## config.mk

```make
export PLATFORM = sky130hd
export DESIGN_NAME = device_identity_regs
export DESIGN_NICKNAME = d
export VERILOG_FILES = /design/src/hdl/identity_pkg.sv /design/src/hdl/id_decode_if.sv /design/src/hdl/id_addr_decode.sv /design/src/hdl/device_identity_regs.sv
export SDC_FILE = /design/constraint.sdc
export NUM_CORES = 1
export LEC_CHECK = 0
export BUFFER_PORTS_ARGS = -buffer_cell sky130_fd_sc_hd__buf_2
export CAP_MARGIN = 10
export CORE_AREA = 2 2 39 41
export CTS_CLUSTER_SIZE = 8
export DETAILED_ROUTE_END_ITERATION = 12
export DIE_AREA = 0 0 41 43
export GPL_ROUTABILITY_DRIVEN = 0
export GPL_TIMING_DRIVEN = 0
export PLACE_DENSITY_LB_ADDON = 0.3
export SLEW_MARGIN = 20
export SYNTH_ARGS = -nofsm -noshare
export SYNTH_HDL_FRONTEND = slang
export SYNTH_SLANG_ARGS = --single-unit
```

## constraint.sdc

```tcl
create_clock -name SYS_CLK -period 1.2 [get_ports SYS_CLK]
set_clock_uncertainty 0.05 [all_clocks]
set_input_delay 0.18 -clock SYS_CLK [delete_from_list [all_inputs] [get_ports SYS_CLK]]
set_output_delay 0.18 -clock SYS_CLK [all_outputs]
set_load 0.01 [all_outputs]
```

## src/hdl/identity_pkg.sv

```systemverilog
package identity_pkg;
  // Bus widths
  localparam int ADDR_W = 16;
  localparam int DATA_W = 8;
  // Register offsets
  localparam logic [15:0] PART_ID_HIGH_OFS = 16'h001a;
  localparam logic [15:0] PART_ID_LOW_OFS = 16'h001b;
  localparam logic [15:0] MEMORY_SIZE_0_OFS = 16'h001c;
  localparam logic [15:0] MEMORY_SIZE_1_OFS = 16'h001d;
  // Reserved and unimplemented range bounds
  localparam logic [15:0] RESERVED_LO = 16'h0280;
  localparam logic [15:0] RESERVED_HI = 16'h03ff;
  // Identification field positions
  localparam int FAMILY_MAJOR_POS = 12;
  localparam int FAMILY_MINOR_POS = 8;
  localparam int MASK_MAJOR_POS = 4;
  localparam int MASK_MINOR_POS = 0;
  // Identification field values, arbitrary neutral values
  localparam logic [3:0] FAMILY_MAJOR_VAL = 4'h1;
  localparam logic [3:0] FAMILY_MINOR_VAL = 4'h2;
  localparam logic [3:0] MASK_MAJOR_VAL = 4'h3;
  localparam logic [3:0] MASK_MINOR_VAL = 4'h4;
  // Memory size constants
  localparam logic [7:0] MEMORY_SIZE_0_VAL = 8'h07;
  localparam logic [7:0] MEMORY_SIZE_1_VAL = 8'h81;
  // Read data after reset
  localparam logic [7:0] READ_DATA_RST = 8'h00;
  // Register selection
  typedef enum logic [4:0]
  {
    SEL_NONE = 5'h01,
    SEL_ID_HIGH = 5'h02,
    SEL_ID_LOW = 5'h04,
    SEL_SIZE_0 = 5'h08,
    SEL_SIZE_1 = 5'h10
  } reg_sel_t;
endpackage : identity_pkg

```

## src/hdl/id_decode_if.sv

```systemverilog
`timescale 1ns/10ps
interface id_decode_if;
  import identity_pkg::*;
  logic [ADDR_W-1:0] addr;
  reg_sel_t sel;
  logic in_reserved;
  modport decoder (input addr, output sel, output in_reserved);
  modport user (output addr, input sel, input in_reserved);
endinterface : id_decode_if

```

## src/hdl/id_addr_decode.sv

```systemverilog
`timescale 1ns/10ps
module id_addr_decode
(
  // Address in, selection out
  id_decode_if.decoder dec
);
  import identity_pkg::*;

  // Range check for the zero-read window
  assign dec.in_reserved = (dec.addr >= RESERVED_LO) && (dec.addr <= RESERVED_HI);

  // One-hot select of the four fixed registers
  assign dec.sel = (dec.addr == PART_ID_HIGH_OFS) ? SEL_ID_HIGH :
                   (dec.addr == PART_ID_LOW_OFS) ? SEL_ID_LOW :
                   (dec.addr == MEMORY_SIZE_0_OFS) ? SEL_SIZE_0 :
                   (dec.addr == MEMORY_SIZE_1_OFS) ? SEL_SIZE_1 : SEL_NONE;
endmodule : id_addr_decode

```

## src/hdl/device_identity_regs.sv

```systemverilog
// Our own choice: the strobed register port.
`timescale 1ns/10ps
module device_identity_regs
(
  // Clock and reset
  input wire logic SYS_CLK,
  input wire logic SRST,
  // Register port
  input wire logic [identity_pkg::ADDR_W-1:0] ADDR,
  input wire logic [identity_pkg::DATA_W-1:0] WDATA,
  input wire logic WR,
  input wire logic RD,
  output logic [identity_pkg::DATA_W-1:0] RDATA
);
  import identity_pkg::*;

  logic [15:0] part_id;
  logic [DATA_W-1:0] next_rdata;
  logic hit_id_high;
  logic hit_id_low;
  logic hit_size_0;
  logic hit_size_1;
  logic rd_reserved;
  id_decode_if dif ();

  // Place a 4-bit field at its bit position in the 16-bit id
  function automatic logic [15:0] place_field(input logic [3:0] val, input int pos);
    place_field = 16'(val) << pos;
  endfunction : place_field

  // True when an address lies in the zero-read window
  function automatic logic in_window(input logic [ADDR_W-1:0] a);
    in_window = (a >= RESERVED_LO) && (a <= RESERVED_HI);
  endfunction : in_window

  // Assemble the 16-bit identification from its fields
  assign part_id = place_field(FAMILY_MAJOR_VAL, FAMILY_MAJOR_POS)
                 | place_field(FAMILY_MINOR_VAL, FAMILY_MINOR_POS)
                 | place_field(MASK_MAJOR_VAL, MASK_MAJOR_POS)
                 | place_field(MASK_MINOR_VAL, MASK_MINOR_POS);

  // Address decode
  assign dif.addr = ADDR;
  id_addr_decode u_dec
  (
    .dec(dif.decoder)
  );

  // Named hits of the decoder, qualified by the read strobe
  assign hit_id_high = RD && (dif.sel == SEL_ID_HIGH);
  assign hit_id_low = RD && (dif.sel == SEL_ID_LOW);
  assign hit_size_0 = RD && (dif.sel == SEL_SIZE_0);
  assign hit_size_1 = RD && (dif.sel == SEL_SIZE_1);
  assign rd_reserved = RD && dif.in_reserved;

  // Read mux; constants only, so writes have nothing to store
  assign next_rdata = rd_reserved ? READ_DATA_RST : // window reads zero
                      hit_id_high ? part_id[15:8] :
                      hit_id_low ? part_id[7:0] :
                      hit_size_0 ? MEMORY_SIZE_0_VAL :
                      hit_size_1 ? MEMORY_SIZE_1_VAL :
                      READ_DATA_RST; // Unmapped or no read gives zero

  // Read data register, valid the cycle after the strobe
  always_ff @(posedge SYS_CLK)
  begin
    if (SRST)
      RDATA <= READ_DATA_RST;
    else
      RDATA <= next_rdata; // WR and WDATA never reach state
  end
endmodule : device_identity_regs

```

==> results of run 1 <==
-- cell families after synthesis --
logic type	Yosys count	synth area share, %
buffers and inverters	3	6.97
DFF	6	44.7
AOI/OAI and AO/OA	2	4.65
and+or+nand+nor	14	42.3
other	1	1.39
-- stage by stage --
stage | std cells | hold WS, ns
after global routing | 70 | 0.0928
after detailed placement | 67 | 0.342
final | 70 | 0.0983
after global placement | 67 | 0.345
after CTS | 70 | 0.0926
after floorplan | 27 | 0.208
-- routing by layer --
layer | routed length, µm | track usage (%)
met1 | 193 | 5.77
met2 | 354 | 14.7
met3 | 13 | 3.14
met4 | 0 | 4.00
met5 | 0 | 0
-- layout by cell type, fill, tap and decap left out, drive strengths merged --
cell type and instances:
conb 2, nor4b 3, inv 1, nor2 4, nor3 2, nand2b 2
or2 1, clkbuf 3, buf 26, nand2 1, a21oi 1, nand4 1
a211oi 1, dfxtp 6
-- power by group through the flow --
stage          logic, mW  clock network (mW)  registers, mW
2_1_floorplan     0.0227                   0          0.204
3_3_place_gp      0.0575                   0          0.204
3_5_place_dp      0.0588                   0          0.204
4_1_cts           0.0590               0.183          0.200
5_1_grt           0.0651               0.199          0.200
6_report          0.0584               0.174          0.200
-- final timing paths --
path / startpoint / endpoint / slack [ns] / cells past startpoint
hold / removal: ADDR[0] / RDATA[1] / 0.1 / 2
setup / recovery: ADDR[6] / RDATA[7] / 0.30 / 4
-- critical path: stages --
cell and delay [ns]:
buf_2 0.10, nor4b_2 0.29, nand4_2 0.21, nor3_1 0.21
-- final cells by class --
class	count	share of cell area (%)
Tap cell	16	4.60
Clock buffer	3	5.17
Multi-Input combinational cell	18	30.7
Sequential cell	6	27.6
Buffer	2	3.45
Inverter	1	0.862
Timing Repair Buffer	24	27.6
==> run metrics, run 1 <==
dpl hpwl 510 µm; Largest Register RDATA; Pre-antenna DRT Iters 2; core area 1380 µm²; combinational share of power 13.5%; Top Registers RDATA: 6 flops; top cells by count, synth dfxtp_1, nor2_1; Synth Flop Type dfxtp_1; CTS tree done; violation count after the first detailed-route iteration 3; Antenna diodes 0; Num CTS Buffers 3; reported net switching power 0.0859 mW; largest net degree at the start of global routing 7; Int Power 0.347 mW; min cycle time layout 0.897 ns; Antenna Nets Post-Route 0; IO Pins 36; library cells used by synthesis 14; Area Growth Syn to Fin 61.9%; Avg Synthesized Cell Area 10.3 µm²; WL per Instance 8.01 µm; crit start category input port; cts repair resizes 0; Worst Path Required 1.30 ns; Row Count 14; initial antenna violation count 0; largest fanout on the critical path 6; routed wire length 561 µm; Area contributors post-synth dfxtp_1, nor4b_2, nor4b_4; share of layout cells above drive strength 1 63.0%; Die X 41 µm; final slew viol count 0; type of the most critical hold path in -> reg; Place WS 0.0533 ns; VDD IR max 294 µV; clock-pin slew on the worst setup and hold paths 0.04 ns; Final WS setup 0.303 ns; PwrDens 994 nW/µm²; clk root buf clkbuf_4; via count 269; Net Sw Frac 19.8%; Async SR Flop Fraction 0%; post-layout util 31.5%; number of flops mapped to enable cells by yosys 0; Max clock buf depth 2; synthesized area 269 µm²; Setup CP Type in -> reg; FF/Latch Area 120 µm²; cts hold-fix bufs 0; vias in the first global route 272; # DRC 0; Max Clk Rate 1110 MHz; Placed Instance Area 413 µm²; die area 1760 µm²; RSZ-0062 raised after global routing no; Seq cells post-synth 6; Mapped Cells 26; synth warn 0; period utilization 74.8%; clock network fraction of design power 40.3%; # nets final 84; Port Buffers 24; nature of the critical path endpoint flip-flop; vias per cell 3.84; top-area cell type share of the netlist area 44.7%; endpoints failing setup 0; register area share after synthesis 44.7%; Fillers 169; final hold vios 0; area of the multi-input gates 134 µm²; gr ovfl total 0; total power 0.433 mW; Total GRT Usage 7.72%; share of power burned in registers 46.2%; CTS sink cnt 6; Initial Utilization 19.4%; global-route wire length before repair 910 µm; H-tree depth 1; max reg flops 6; Die H 43 µm; TNS Setup 0 ns; LEAKAGE 0.225 nW; Max Cap Viol 0; post-route cell area 435 µm²; Yosys top cell by area dfxtp_1; Worst EP arrival 1.00 ns; most frequent cell after synthesis dfxtp_1; outcome completed; postcts setup bufs 0
Note: power is estimated with default switching activity, not from simulation.
==> run 2, diff against run 1 <==
clock period = 0.8 ns   (was 1.2 ns; I/O delays follow)
==> run metrics, run 2 (synthesis results as in run 1) <==
Antenna Nets Post-Route 0 (unchanged); # nets final 84 (unchanged); core area 1380 µm² (unchanged); crit start category flip-flop; largest net degree at the start of global routing 7 (unchanged); LEAKAGE 0.255 nW (+13%); IO Pins 36 (unchanged); Max Cap Viol 0 (unchanged); cts hold-fix bufs 0 (unchanged); commonest non-fill, non-tap cells in the layout buf_2, buf_6, dfxtp_1, nor2_1; RSZ-0062 raised after global routing yes; slowest stage delay, CP 0.31 ns (+0.02 ns); min cycle time layout 0.840 ns; initial antenna violation count 0 (unchanged); final hold vios 0 (unchanged); placed cell count 67 (unchanged); Die X 41 µm (unchanged); H-tree depth 1 (unchanged); Final WS setup -0.0400 ns (-0.343 ns); routed wire length 621 µm (+11%); die area 1760 µm² (unchanged); critical path, cell by cell buf_6; CTS sink cnt 6 (unchanged); clock-pin slew on the worst setup and hold paths 0.05 ns (about the same); period utilization 105%; delay-heaviest family, CP flip-flops; Row Count 14 (unchanged); endpoints failing setup 6 (+6); cell at the slowest stage of the critical path dfxtp_2; most common cell after layout, fill and taps aside buf_2; CTS tree done; gr ovfl total 0 (unchanged); violation count after the first detailed-route iteration 4 (+1); Worst EP arrival 0.67 ns (-0.33 ns); fin cells 70 (unchanged); Worst Path Required 0.63 ns (-0.67 ns); max reg flops 6 (unchanged); Port Buffers 24 (unchanged); failing checks setup timing; global-route wire length before repair 1.03 mm (+13%); Place WS -0.281 ns (-0.334 ns); Setup CP Type reg -> out; via count 271 (+0.74%); Die H 43 µm (unchanged); Max clock buf depth 2 (unchanged); final slew viol count 0 (unchanged); Num CTS Buffers 3 (unchanged); Pre-antenna DRT Iters 3 (+1); vias in the first global route 276 (+1.5%); outcome finished with violations; vias per cell 3.87 (+0.74%); Top Registers RDATA: 6 flops; Antenna diodes 0 (unchanged); share of layout cells above drive strength 1 70.4% (+7.4 points); Total GRT Usage 9.15% (+1.4 points); WL per Instance 8.87 µm (+11%); CP bufs+invs 1 (unchanged); largest fanout on the critical path 1 (-5); Largest Register RDATA; type of the most critical hold path in -> reg; PwrDens 1350 nW/µm² (+36%); Area Growth Syn to Fin 94.0%; Max Clk Rate 1190 MHz; nature of the critical path endpoint output pin; clk root buf clkbuf_4; VDD IR max 1140 µV (+290%); dpl hpwl 502 µm (-1.6%); # DRC 0 (unchanged); Initial Utilization 19.4% (unchanged)
run 2: cell counts in the layout (fill, tap and decap cells not counted):
Identical to the previous run, type by type.
run 2: stage by stage:
stage	area [µm²]	hold slack (ns)	TNS, ns	util [%]	total power, mW
2_1_floorplan	290	0.148	-0.116	-	0.344
3_3_place_gp	430	0.277	-1.25	31.1	0.401
3_5_place_dp	430	0.272	-1.25	31.1	0.404
4_1_cts	477	0.0156	-0.226	34.4	0.693
5_1_grt	522	0.0198	-0.434	37.7	0.755
6_report	522	0.0179	-0.176	37.7	0.705
run 2: worst paths after layout:
kind	cells past startpoint	endpoint	startpoint
worst max-delay path	1	RDATA[2]	RDATA[2]
worst min-delay path	2	RDATA[1]	ADDR[0]
run 2: report_power, final:
part	total [mW]	switching [mW]	leakage, nW	internal, mW
registers	0.300	0.000000859	0.0488	0.300
logic	0.123	0.0482	0.192	0.0750
clock network	0.282	0.112	0.0138	0.170
run 2: what timing repair did:
action                     in CTS  in global routing
setup endpoints to repair       8                  8
gates resized for setup         4                  8
setup buffers                   0                  0
pin swaps                       3                  5
run 2: per-layer routing:
metal	up-vias	share of wire, %	wire length [µm]	global-route usage (%)
met5	-	0	0	0
met4	0	0	0	2.00
met3	0	9.2	57	7.85
met2	10	57	353	14.4
met1	120	34	209	8.74
li1	141	-	-	-
run 2: final cells by class:
type,instances,area [µm²]
repair buffers,24,164
plain buffers,2,15.0
inverters,1,3.75
clock buffers,3,22.5
well taps,16,20.0
multi-input cells,18,175
fillers,140,862
flip-flops and latches,6,121
==> run 3, diff against run 2 <==
CTS_BUF_LIST = sky130_fd_sc_hd__clkbuf_8   (was unset)
==> run metrics, run 3 (synthesis results as in run 1) <==
Num CTS Buffers 3 (unchanged); cell at the slowest stage of the critical path dfxtp_2; largest fanout on the critical path 1 (unchanged); Antenna diodes 0 (unchanged); Antenna Nets Post-Route 0 (unchanged); Row Count 14 (unchanged); clock network fraction of design power 51.5% (+12 points); Die H 43 µm (unchanged); initial antenna violation count 0 (unchanged); H-tree depth 1 (unchanged); total power 0.873 mW (+24%); cts hold-fix bufs 0 (unchanged); clk root buf clkbuf_8; WL per Instance 8.73 µm (-1.6%); Net Sw Frac 19.9% (-2.8 points); routed wire length 611 µm (-1.6%); IO Pins 36 (unchanged); Total GRT Usage 8.65% (-0.50 points); min cycle time layout 0.810 ns (-0.0302 ns); CTS tree done; most common cell after layout, fill and taps aside buf_2; Die X 41 µm (unchanged); # nets final 84 (unchanged); placed cell count 67 (unchanged); RSZ-0062 raised after global routing yes; Int Power 0.699 mW (+28%); slowest stage delay, CP 0.31 ns (about the same); Worst Path Required 0.63 ns (about the same); reported net switching power 0.174 mW (+8.6%); type of the most critical hold path in -> reg; Fillers 148 (+5.7%); commonest non-fill, non-tap cells in the layout buf_2, buf_6, dfxtp_1, nor2_1; Area Growth Syn to Fin 101%; Max Clk Rate 1230 MHz (+3.7%); Final WS setup -0.00980 ns (+0.0302 ns); gr ovfl total 0 (unchanged); Max clock buf depth 2 (unchanged); fin cells 70 (unchanged); Max Cap Viol 0 (unchanged); core area 1380 µm² (unchanged); share of power burned in registers 34.5% (-8.0 points); combinational share of power 14.0% (-3.5 points); VDD IR max 992 µV (-13%); Worst EP arrival 0.64 ns (-0.03 ns); clock-pin slew on the worst setup and hold paths 0.04 ns (about the same); CP startpoint RDATA[2]; delay-heaviest family, CP flip-flops; CTS sink cnt 6 (unchanged); Setup CP Type reg -> out; die area 1760 µm² (unchanged); share of layout cells above drive strength 1 70.4% (unchanged); nature of the critical path endpoint output pin; critical path, cell by cell buf_6; global-route wire length before repair 972 µm (-5.4%); vias in the first global route 256 (-7.2%); Top Registers RDATA: 6 flops; endpoints failing setup 3 (-3); TNS Setup -0.0139 ns (+0.162 ns); Pre-antenna DRT Iters 4 (+1); final hold vios 0 (unchanged); PwrDens 1610 nW/µm² (+20%); Initial Utilization 19.4% (unchanged); largest net degree at the start of global routing 7 (unchanged); period utilization 101% (-3.8 points); failing checks setup timing; Largest Register RDATA; Place WS -0.281 ns (unchanged); CP bufs+invs 1 (unchanged); # DRC 0 (unchanged); violation count after the first detailed-route iteration 6 (+2); FF/Latch Area 121 µm² (unchanged); crit start category flip-flop; vias per cell 3.81 (-1.5%); outcome finished with violations; LEAKAGE 0.263 nW (+3.0%); postcts setup bufs 0 (unchanged); area of the multi-input gates 175 µm² (unchanged); Port Buffers 24 (unchanged); via count 267 (-1.5%); final slew viol count 0 (unchanged); max reg flops 6 (unchanged); hold_sp ADDR[0]; dpl hpwl 502 µm (unchanged)
## run 3: layer usage
layer	share of wire (%)	track usage (%)	vias up
met5	0	0	-
met4	0	2.00	0
met3	9.3	7.85	0
met2	56	13.4	10
met1	34	8.09	116
li1	-	-	141
## run 3: final timing paths
path,end,slack (ns),cells after the start
hold / removal,RDATA[1],0.05,2
setup / recovery,RDATA[2],-0.01,1
## run 3: layout make-up
cell class,instances,share of cell area [%]
inverters,1,0.694
clock buffers,3,7.64
flip-flops and latches,6,22.5
well taps,16,3.70
plain buffers,2,2.78
multi-input cells,18,32.4
repair buffers,24,30.3
## run 3: repair_timing
item,in CTS,in global routing
endpoints found under the hold margin,0,0
pin swaps,2,4
gates resized for setup,4,8
setup endpoints to repair,8,12
## run 3: stage by stage
| stage | utilization (%) | area [µm²] | hold slack (ns) |
|---|---|---|---|
| after floorplan | - | 290 | 0.148 |
| after global placement | 31.1 | 430 | 0.277 |
| after detailed placement | 31.1 | 430 | 0.272 |
| after CTS | 35.7 | 494 | 0.0415 |
| after global routing | 39.1 | 541 | 0.0567 |
| final | 39.1 | 541 | 0.0459 |
## run 3: power groups by stage
stage | combinational, mW | sequential [mW] | clock (mW)
2_1_floorplan | 0.0383 | 0.305 | 0
3_3_place_gp | 0.0960 | 0.305 | 0
3_5_place_dp | 0.0985 | 0.305 | 0
4_1_cts | 0.107 | 0.301 | 0.464
5_1_grt | 0.133 | 0.300 | 0.494
6_report | 0.122 | 0.301 | 0.449
